$ cat config.mk
export PLATFORM = sky130hd
export DESIGN_NAME = cpu_fetch_sequencer
export DESIGN_NICKNAME = d
export VERILOG_FILES = /design/src/cpu_fmt_pkg.sv /design/src/cpu_fetch_sequencer.sv /design/src/instr_field_split.sv
export SDC_FILE = /design/constraint.sdc
export NUM_CORES = 1
export LEC_CHECK = 0
export ABC_AREA = 1
export BUFFER_PORTS_ARGS = -buffer_cell sky130_fd_sc_hd__buf_2
export CAP_MARGIN = 25
export CORE_MARGIN = 1.5
export CORE_UTILIZATION = 55
export CTS_CLUSTER_DIAMETER = 120
export DETAILED_ROUTE_END_ITERATION = 8
export PLACE_DENSITY = 0.83
export RECOVER_POWER = 50
export SYNTH_ARGS = -nofsm -noshare
export SYNTH_HDL_FRONTEND = slang
export SYNTH_HIERARCHICAL = 1
export SYNTH_SLANG_ARGS = --single-unit
$ cat constraint.sdc
create_clock -name clk_i -period 3.9 [get_ports clk_i]
set_input_delay 0 -clock clk_i [delete_from_list [all_inputs] [get_ports clk_i]]
set_output_delay 0 -clock clk_i [all_outputs]
set_load 0.01 [all_outputs]
$ cat src/cpu_fmt_pkg.sv
// constants and types shared by the instruction sequencer and its field splitter
// assumes a 24-bit program word with the opcode in the top byte
package cpu_fmt_pkg;
    // word and field widths
    localparam int WORD_W = 24;
    localparam int OPC_W = 8;
    localparam int OPC_LSB = 16;
    // operand field positions inside the low 16 bits
    localparam int BASE_LSB = 12;
    localparam int DMODE_LSB = 10;
    localparam int DEST_LSB = 6;
    localparam int SMODE_LSB = 4;
    localparam int SRC_LSB = 0;
    localparam int FDEST_BIT = 13;
    localparam int FADDR_W = 13;
    localparam int LIT5_W = 5;
    // exact opcodes
    localparam logic [7:0] OPC_NOP = 8'h00;
    localparam logic [7:0] OPC_CALC_JUMP = 8'h01;
    localparam logic [7:0] OPC_FAR_CALL = 8'h02;
    localparam logic [7:0] OPC_IND_CALL = 8'h03;
    localparam logic [7:0] OPC_FAR_JUMP = 8'h04;
    localparam logic [7:0] OPC_RETURN = 8'h06;
    localparam logic [7:0] OPC_INT_RETURN = 8'h07;
    localparam logic [7:0] OPC_FAR_LOAD = 8'h08;
    localparam logic [7:0] OPC_JUMP = 8'h37;
    localparam logic [7:0] OPC_TBL_RD = 8'hba;
    localparam logic [7:0] OPC_TBL_WR = 8'hbb;
    localparam logic [7:0] OPC_DW_MOVE = 8'hbe;
    // opcode group prefixes
    localparam logic [3:0] PFX_COND_BR = 4'h3;
    localparam logic [5:0] PFX_BIT = 6'h28;
    localparam logic [5:0] PFX_SKIP = 6'h29;
    localparam logic [1:0] PFX_THREE_OP = 2'h1;
    localparam logic [4:0] PFX_LIT = 5'h16;
    localparam logic [2:0] PFX_FILE = 3'h6;
    // extra cycle counts
    localparam logic [1:0] STALL_RETURN = 2'h1;
    localparam logic [1:0] STALL_TABLE = 2'h1;
    localparam logic [1:0] SQUASH_PC = 2'h1;
    localparam logic [1:0] SQUASH_NONE = 2'h0;
    // instruction groups
    typedef enum logic [3:0] {
        CLS_NOP, CLS_TWO_WORD, CLS_PC_JUMP, CLS_RETURN, CLS_TABLE, CLS_DW_MOVE,
        CLS_COND_BR, CLS_SKIP, CLS_BIT, CLS_THREE_OP, CLS_LIT_ARITH, CLS_FILE, CLS_OTHER
    } instr_class_t;
    // sequencer states
    typedef enum logic {ST_ISSUE, ST_WORD2} seq_state_t;
endpackage

$ cat src/cpu_fetch_sequencer.sv
// What this block does
// - 24-bit word, top byte is opcode
// - three opcodes span two words, 48 bits
// - second word has zero top byte, NOP alone
// - one cycle, two when condition or PC changes
// - jumps, table ops, returns take two/three cycles
// - taken skip: two or three cycles by size
// - double-word moves and two-word ops: two cycles
// - three-operand: plain base, modified source and dest
// - file ops: address plus file-or-default destination
// - bit select by literal or register
// - literal ops: base, literal, optional dest
//
// instruction fetch, split and cycle sequencing for the core
// assumes program memory offers words with valid/ready, and that after
// pc_load_o exactly one word of the old stream is accepted
`timescale 1ns/100ps
module cpu_fetch_sequencer (
    input wire logic clk_i,
    input wire logic rst_b_i,
    input wire logic [23:0] instr_i,
    input wire logic instr_valid_i,
    output logic instr_ready_o,
    input wire logic cond_true_i,
    output logic issue_valid_o,
    output logic issue_nop_o,
    output logic issue_second_o,
    output logic [7:0] opcode_o,
    output cpu_fmt_pkg::instr_class_t class_o,
    output logic [3:0] base_source_operand_o,
    output logic [3:0] second_source_operand_o,
    output logic [1:0] second_mode_o,
    output logic [3:0] dest_operand_o,
    output logic [1:0] dest_mode_o,
    output logic [12:0] file_addr_o,
    output logic default_working_reg_o,
    output logic [3:0] bit_sel_o,
    output logic bit_from_reg_o,
    output logic [15:0] literal_o,
    output logic [23:0] ext_word_o,
    output logic pc_load_o
);
    // split of the word on offer
    cpu_fmt_pkg::instr_class_t d_cls;
    logic [3:0] d_base, d_src, d_dest, d_bit;
    logic [1:0] d_smode, d_dmode;
    logic [12:0] d_faddr;
    logic d_dflt, d_bitreg;
    logic [15:0] d_lit;

    // sequencer state
    cpu_fmt_pkg::seq_state_t state_q; // first or second word expected
    logic [1:0] stall_q; // cycles with no word taken
    logic [1:0] squash_q; // words still to discard
    logic skip_sq_q; // pending discard comes from a skip

    // issue registers
    logic issue_valid_q, issue_nop_q, issue_second_q;
    logic [7:0] opcode_q;
    cpu_fmt_pkg::instr_class_t class_q;
    logic [3:0] base_q, src_q, dest_q, bit_q;
    logic [1:0] smode_q, dmode_q;
    logic [12:0] faddr_q;
    logic dflt_q, bitreg_q;
    logic [15:0] lit_q;
    logic [23:0] ext_q;

    // per-cycle decisions
    logic accept; // word taken this cycle
    logic cond_taken; // shown conditional resolved true
    logic discard; // taken word is thrown away
    logic skip_mode; // discard belongs to a skip
    logic normal; // taken word starts an instruction
    logic second; // taken word is the second of a pair
    logic two_next; // offered word starts a pair

    instr_field_split u_split (
        .word_i(instr_i),
        .cls_o(d_cls),
        .base_o(d_base),
        .src_o(d_src),
        .smode_o(d_smode),
        .dest_o(d_dest),
        .dmode_o(d_dmode),
        .file_addr_o(d_faddr),
        .dest_default_o(d_dflt),
        .bit_sel_o(d_bit),
        .bit_from_reg_o(d_bitreg),
        .lit_o(d_lit)
    );

    // handshake and decisions
    assign instr_ready_o = (stall_q == 2'h0);
    assign accept = instr_valid_i & instr_ready_o;
    assign cond_taken = issue_valid_q & ~issue_nop_q & cond_true_i &
                        (class_q == cpu_fmt_pkg::CLS_COND_BR || class_q == cpu_fmt_pkg::CLS_SKIP);
    assign discard = accept & ((squash_q != 2'h0) | cond_taken);
    assign skip_mode = cond_taken ? (class_q == cpu_fmt_pkg::CLS_SKIP) : skip_sq_q;
    assign normal = accept & ~discard & (state_q == cpu_fmt_pkg::ST_ISSUE);
    assign second = accept & ~discard & (state_q == cpu_fmt_pkg::ST_WORD2);
    assign two_next = (d_cls == cpu_fmt_pkg::CLS_TWO_WORD);

    // redirect: taken branch now, or shown jump/return
    assign pc_load_o = (cond_taken & (class_q == cpu_fmt_pkg::CLS_COND_BR)) |
                       (issue_valid_q & ~issue_nop_q & (class_q == cpu_fmt_pkg::CLS_PC_JUMP ||
                        class_q == cpu_fmt_pkg::CLS_RETURN));

    // first/second word tracking
    always_ff @(posedge clk_i or negedge rst_b_i) begin
        if (!rst_b_i) begin
            state_q <= cpu_fmt_pkg::ST_ISSUE;
        end else if (normal && two_next) begin
            state_q <= cpu_fmt_pkg::ST_WORD2;
        end else if (second) begin
            state_q <= cpu_fmt_pkg::ST_ISSUE;
        end
    end

    // stall cycles that take no word
    always_ff @(posedge clk_i or negedge rst_b_i) begin
        if (!rst_b_i) begin
            stall_q <= 2'h0;
        end else if (normal && d_cls == cpu_fmt_pkg::CLS_RETURN) begin
            stall_q <= cpu_fmt_pkg::STALL_RETURN;
        end else if (normal && (d_cls == cpu_fmt_pkg::CLS_TABLE || d_cls == cpu_fmt_pkg::CLS_DW_MOVE)) begin
            stall_q <= cpu_fmt_pkg::STALL_TABLE;
        end else if (stall_q != 2'h0) begin
            stall_q <= stall_q - 2'h1;
        end
    end

    // words to discard after a PC change or taken skip
    always_ff @(posedge clk_i or negedge rst_b_i) begin
        if (!rst_b_i) begin
            squash_q <= 2'h0;
            skip_sq_q <= 1'b0;
        end else if (normal && (d_cls == cpu_fmt_pkg::CLS_PC_JUMP || d_cls == cpu_fmt_pkg::CLS_RETURN)) begin
            squash_q <= cpu_fmt_pkg::SQUASH_PC;
            skip_sq_q <= 1'b0;
        end else if (discard) begin
            // a skipped pair costs one more discard
            if (skip_mode && two_next) begin
                squash_q <= cpu_fmt_pkg::SQUASH_PC;
            end else if (squash_q != 2'h0) begin
                squash_q <= squash_q - 2'h1;
            end else begin
                squash_q <= cpu_fmt_pkg::SQUASH_NONE;
            end
            skip_sq_q <= 1'b0;
        end else if (cond_taken) begin
            // nothing on offer yet: discard the next word
            squash_q <= cpu_fmt_pkg::SQUASH_PC;
            skip_sq_q <= (class_q == cpu_fmt_pkg::CLS_SKIP);
        end
    end

    // issue strobe and NOP marking, one per instruction cycle
    always_ff @(posedge clk_i or negedge rst_b_i) begin
        if (!rst_b_i) begin
            issue_valid_q <= 1'b0;
            issue_nop_q <= 1'b0;
            issue_second_q <= 1'b0;
        end else begin
            issue_valid_q <= normal | second | discard | (stall_q != 2'h0);
            issue_nop_q <= discard | (stall_q != 2'h0);
            issue_second_q <= second;
        end
    end

    // operand fields, loaded by a first word only
    always_ff @(posedge clk_i or negedge rst_b_i) begin
        if (!rst_b_i) begin
            opcode_q <= 8'h00;
            class_q <= cpu_fmt_pkg::CLS_NOP;
            base_q <= 4'h0;
            src_q <= 4'h0;
            smode_q <= 2'h0;
            dest_q <= 4'h0;
            dmode_q <= 2'h0;
            faddr_q <= 13'h0000;
            dflt_q <= 1'b0;
            bit_q <= 4'h0;
            bitreg_q <= 1'b0;
            lit_q <= 16'h0000;
        end else if (normal) begin
            opcode_q <= instr_i[cpu_fmt_pkg::OPC_LSB +: cpu_fmt_pkg::OPC_W];
            class_q <= d_cls;
            base_q <= d_base;
            src_q <= d_src;
            smode_q <= d_smode;
            dest_q <= d_dest;
            dmode_q <= d_dmode;
            faddr_q <= d_faddr;
            dflt_q <= d_dflt;
            bit_q <= d_bit;
            bitreg_q <= d_bitreg;
            lit_q <= d_lit;
        end
    end

    // extension word of a pair
    always_ff @(posedge clk_i or negedge rst_b_i) begin
        if (!rst_b_i) begin
            ext_q <= 24'h000000;
        end else if (second) begin
            ext_q <= instr_i;
        end
    end

    // outputs
    assign issue_valid_o = issue_valid_q;
    assign issue_nop_o = issue_nop_q;
    assign issue_second_o = issue_second_q;
    assign opcode_o = opcode_q;
    assign class_o = class_q;
    assign base_source_operand_o = base_q;
    assign second_source_operand_o = src_q;
    assign second_mode_o = smode_q;
    assign dest_operand_o = dest_q;
    assign dest_mode_o = dmode_q;
    assign file_addr_o = faddr_q;
    assign default_working_reg_o = dflt_q;
    assign bit_sel_o = bit_q;
    assign bit_from_reg_o = bitreg_q;
    assign literal_o = lit_q;
    assign ext_word_o = ext_q;

    // first word of an instruction shown
    logic shown_first;
    assign shown_first = issue_valid_q & ~issue_nop_q & ~issue_second_q;
endmodule

$ cat src/instr_field_split.sv
// combinational split of one program word into group and operand fields
// assumes the word is stable while it is presented
`timescale 1ns/100ps
module instr_field_split (
    input wire logic [23:0] word_i,
    output cpu_fmt_pkg::instr_class_t cls_o,
    output logic [3:0] base_o,
    output logic [3:0] src_o,
    output logic [1:0] smode_o,
    output logic [3:0] dest_o,
    output logic [1:0] dmode_o,
    output logic [12:0] file_addr_o,
    output logic dest_default_o,
    output logic [3:0] bit_sel_o,
    output logic bit_from_reg_o,
    output logic [15:0] lit_o
);
    logic [7:0] op; // opcode byte
    logic [3:0] bit_field; // bit literal or bit register number
    assign op = word_i[cpu_fmt_pkg::OPC_LSB +: cpu_fmt_pkg::OPC_W];
    assign bit_field = op[0] ? {word_i[15:13], word_i[0]} : word_i[cpu_fmt_pkg::BASE_LSB +: 4];

    // group from the opcode byte
    always_comb begin
        if (op == cpu_fmt_pkg::OPC_NOP) begin
            cls_o = cpu_fmt_pkg::CLS_NOP;
        end else if (op == cpu_fmt_pkg::OPC_FAR_CALL || op == cpu_fmt_pkg::OPC_FAR_JUMP ||
                     op == cpu_fmt_pkg::OPC_FAR_LOAD) begin
            cls_o = cpu_fmt_pkg::CLS_TWO_WORD;
        end else if (op == cpu_fmt_pkg::OPC_JUMP || op == cpu_fmt_pkg::OPC_CALC_JUMP ||
                     op == cpu_fmt_pkg::OPC_IND_CALL) begin
            cls_o = cpu_fmt_pkg::CLS_PC_JUMP;
        end else if (op == cpu_fmt_pkg::OPC_RETURN || op == cpu_fmt_pkg::OPC_INT_RETURN) begin
            cls_o = cpu_fmt_pkg::CLS_RETURN;
        end else if (op == cpu_fmt_pkg::OPC_TBL_RD || op == cpu_fmt_pkg::OPC_TBL_WR) begin
            cls_o = cpu_fmt_pkg::CLS_TABLE;
        end else if (op == cpu_fmt_pkg::OPC_DW_MOVE) begin
            cls_o = cpu_fmt_pkg::CLS_DW_MOVE;
        end else if (op[7:4] == cpu_fmt_pkg::PFX_COND_BR) begin
            cls_o = cpu_fmt_pkg::CLS_COND_BR;
        end else if (op[7:2] == cpu_fmt_pkg::PFX_SKIP) begin
            cls_o = cpu_fmt_pkg::CLS_SKIP;
        end else if (op[7:2] == cpu_fmt_pkg::PFX_BIT) begin
            cls_o = cpu_fmt_pkg::CLS_BIT;
        end else if (op[7:6] == cpu_fmt_pkg::PFX_THREE_OP) begin
            cls_o = cpu_fmt_pkg::CLS_THREE_OP;
        end else if (op[7:3] == cpu_fmt_pkg::PFX_LIT) begin
            cls_o = cpu_fmt_pkg::CLS_LIT_ARITH;
        end else if (op[7:5] == cpu_fmt_pkg::PFX_FILE) begin
            cls_o = cpu_fmt_pkg::CLS_FILE;
        end else begin
            cls_o = cpu_fmt_pkg::CLS_OTHER;
        end
    end

    // operand fields, raw layout unless the group reshapes them
    always_comb begin
        base_o = word_i[cpu_fmt_pkg::BASE_LSB +: 4];
        src_o = word_i[cpu_fmt_pkg::SRC_LSB +: 4];
        smode_o = word_i[cpu_fmt_pkg::SMODE_LSB +: 2];
        dest_o = word_i[cpu_fmt_pkg::DEST_LSB +: 4];
        dmode_o = word_i[cpu_fmt_pkg::DMODE_LSB +: 2];
        file_addr_o = word_i[cpu_fmt_pkg::FADDR_W-1:0];
        dest_default_o = ~word_i[cpu_fmt_pkg::FDEST_BIT];
        bit_sel_o = 4'h0;
        bit_from_reg_o = 1'b0;
        lit_o = word_i[15:0];
        case (cls_o)
            cpu_fmt_pkg::CLS_BIT, cpu_fmt_pkg::CLS_SKIP: begin
                // target is a file register when op[0], else a working register
                if (op[0]) begin
                    file_addr_o = {word_i[12:1], 1'b0};
                end
                bit_from_reg_o = op[1];
                base_o = bit_field;
                bit_sel_o = op[1] ? 4'h0 : bit_field;
            end
            cpu_fmt_pkg::CLS_LIT_ARITH: begin
                // short literal as second source, own dest only when op[0]
                lit_o = {11'h000, word_i[cpu_fmt_pkg::LIT5_W-1:0]};
                src_o = 4'h0;
                smode_o = 2'h0;
                if (!op[0]) begin
                    dest_o = word_i[cpu_fmt_pkg::BASE_LSB +: 4];
                    dmode_o = 2'h0;
                end
            end
            default: begin
                // raw layout stands
            end
        endcase
    end
endmodule

==> flow_summary.ini <==
[timing]
finalSetupViolations = 0
fin_tns_setup_ns = 0
period_minus_slack_ns = 2.69
grt_setup_unrepaired = false
skew_ns = 0.0141
fin_ws_ns = 1.21
slew_headroom = -0.662
period_share = 0.690
timing.fmax_mhz = 372
hold_violations = 0
drv_slew = 47
worst_slew_pin_slew_ns = 2.49

[yosys]
synthesis.area_um2 = 4550
ys_seq_elements = 96
ys_seq_area_frac = 0.527
synth.avg_cell_area_um2 = 7.85
synthDistinctLibCells = 27
ys.flop_type = dfrtp_1
yosys_warnings = 6
syn-num-nets = 609
synth-edff-count = 0
syn_inst = 580
async_reset_ff_frac = 1.00

[placed_design]
hpwl_mm = 7.29
place_area_um2 = 5000
globalplace.congestion = 0.891
preCtsSetupSlack_ns = 1.62
port_buffers = 119

[status]
violations = capacitance limit, slew limit
outcome = complete, but fails checks

[grt]
met2_usage = 0.434
grt_use_met3 = 0.0469
grt_max_degree = 79
grt_use_total = 0.262
grt-ovfl-total = 0
grt_pass1_wl_mm = 17.8
grt_pass1_vias = 3694
grt.busiest_layer = met2
use_met1 = 0.346
antenna_found_initial = 0

[drt]
drt_first_pass_iters = 5
finalWirelength_mm = 11.3
drt_iter0_drc = 246
post_drt_wl_per_cell_um = 14.0
vias = 4013
drc_errors = 0
vias_per_cell = 4.97
postRouteAntennaNets = 0

[power]
power.density_nw_per_um2 = 637
peakVddDrop_mv = 0.307
p_leak_uw = 0.00302
p_total_uw = 3440

[clock_tree]
cts.clk_slew.worst_paths_ns = 0.09
tritoncts = done
numCtsBuffers = 9
cts_root_buffer = clkbuf_8
cts_setup_buffers = 0
ctsHtreeMaxLevel = 3
cts_buffer_depth = 2
clock_latency_ns = 0.37
cts_sinks = 96

[floorplan]
core_area_um2 = 8130
pin_count = 120
start_util = 0.560
dieArea_um2 = 8840
die_y_um = 94
die_w_um = 94
std_cell_rows = 33

[critical_path]
worst_ep_arrival_time_ns = 3.13
worstSetupPathType = input port to asynchronous set/reset pin
endpoint_kind = asynchronous set/reset pin
cp.required_ns = 4.34
cp-start-kind = input port
path_max_fanout = 51

[finish]
diodes = 0
final_area_um2 = 5400
drive_gt1_frac = 0.0982
layout_common_cells = nand2_1, dfrtp_1, clkbuf_1
regArea_um2 = 2400
multiInputGateArea_um2 = 1610
layout_commonest_cell = nand2_1
num-fill-cells = 719
finalNetCount = 727
areaGrowthSynthToFinish_pct = 18.7

[hold_path]
hold_path_class = input port to flop

[flow_run]
drv_cap = 1
[state kept, by name (all words and copies together) (netlist names), 8 cells and up]
signal / flops
opcode_o: 8
ext_word_o: 24
literal_o: 16
file_addr_o: 13
[where the power goes]
group          total, µW  switching (µW)  internal [µW]
clock                771             345            427
sequential          1540             210           1340
combinational       1130             737            390
total               3440            1290           2150
[per-layer routing]
| layer | wire (µm) | up-vias |
|---|---|---|
| li1 | - | 1958 |
| met1 | 4700 | 1873 |
| met2 | 5710 | 160 |
| met3 | 673 | 22 |
| met4 | 212 | 0 |
| met5 | 0 | - |
[synthesized netlist by cell type, types with 2 or more instances]
cell	n	area [µm²]
buf_6	3	33.8
nand3_1	9	45.0
nor2_4	3	33.8
nand4_1	5	31.3
nand2_2	8	50.1
buf_4	29	218
nor2_1	24	90.1
nor2_2	4	25.0
o21ai_0	30	150
inv_1	56	210
nand3_2	2	20.0
nand2_1	281	1050
dfrtp_1	96	2400
inv_2	6	22.5
nor3_1	5	25.0
buf_2	8	40.0
[timing repair]
action / 4_1_cts / 5_1_grt
gates resized for setup: 0 / 0
hold endpoints to repair: 107 / 0
hold buffers: 26 / 0
[worst max-delay path: stages]
cell	delay, ns
dlygate4sd3_1	0.53
clkbuf_1	1.76
buf_4	0.79
[cell type report]
cell class / instances / area share
clock buffer: 11 / 0.0243
sequential: 96 / 0.445
timing repair buffer: 147 / 0.144
multi-input combinational: 380 / 0.299
tap: 105 / 0.0243
inverter: 64 / 0.0451
clock inverter: 5 / 0.0194
[stage by stage]
step                      hold WS [ns]   util  cells
after floorplan                 -0.296      -    580
after global placement          0.0307  0.615    765
after detailed placement        0.0416  0.615    765
after CTS                        0.103  0.676    807
after global routing             0.182  0.664    808
final                            0.126  0.664    808
[kinds of logic (layout without fill, tap and decap cells)]
logic type	after synthesis	count (layout)	synth area share
and+or+nand+nor	344	344	0.312
xor gates and xnor gates	1	1	0.00192
DFF	96	96	0.527
buffers and inverters	104	227	0.118
AOI/OAI and AO/OA	34	34	0.0385
adders and majority gates	1	1	0.00275
[path summary, 6_finish.rpt]
path	depth (start not counted)	slack (ns)	startpoint	endpoint
max	3	1.21	rst_b_i	dest_mode_o[1]
min	6	0.13	cond_true_i	squash_q[1]
max reg2reg	6	1.50	stall_q[0]	opcode_o[3]
min reg2reg	2	0.48	file_addr_o[0]	file_addr_o[0]
max in group clk_i	6	1.50	stall_q[0]	opcode_o[3]
min in group asynchronous	2	0.94	rst_b_i	ext_word_o[9]
No activity file was read; power rests on OpenSTA's default activity.
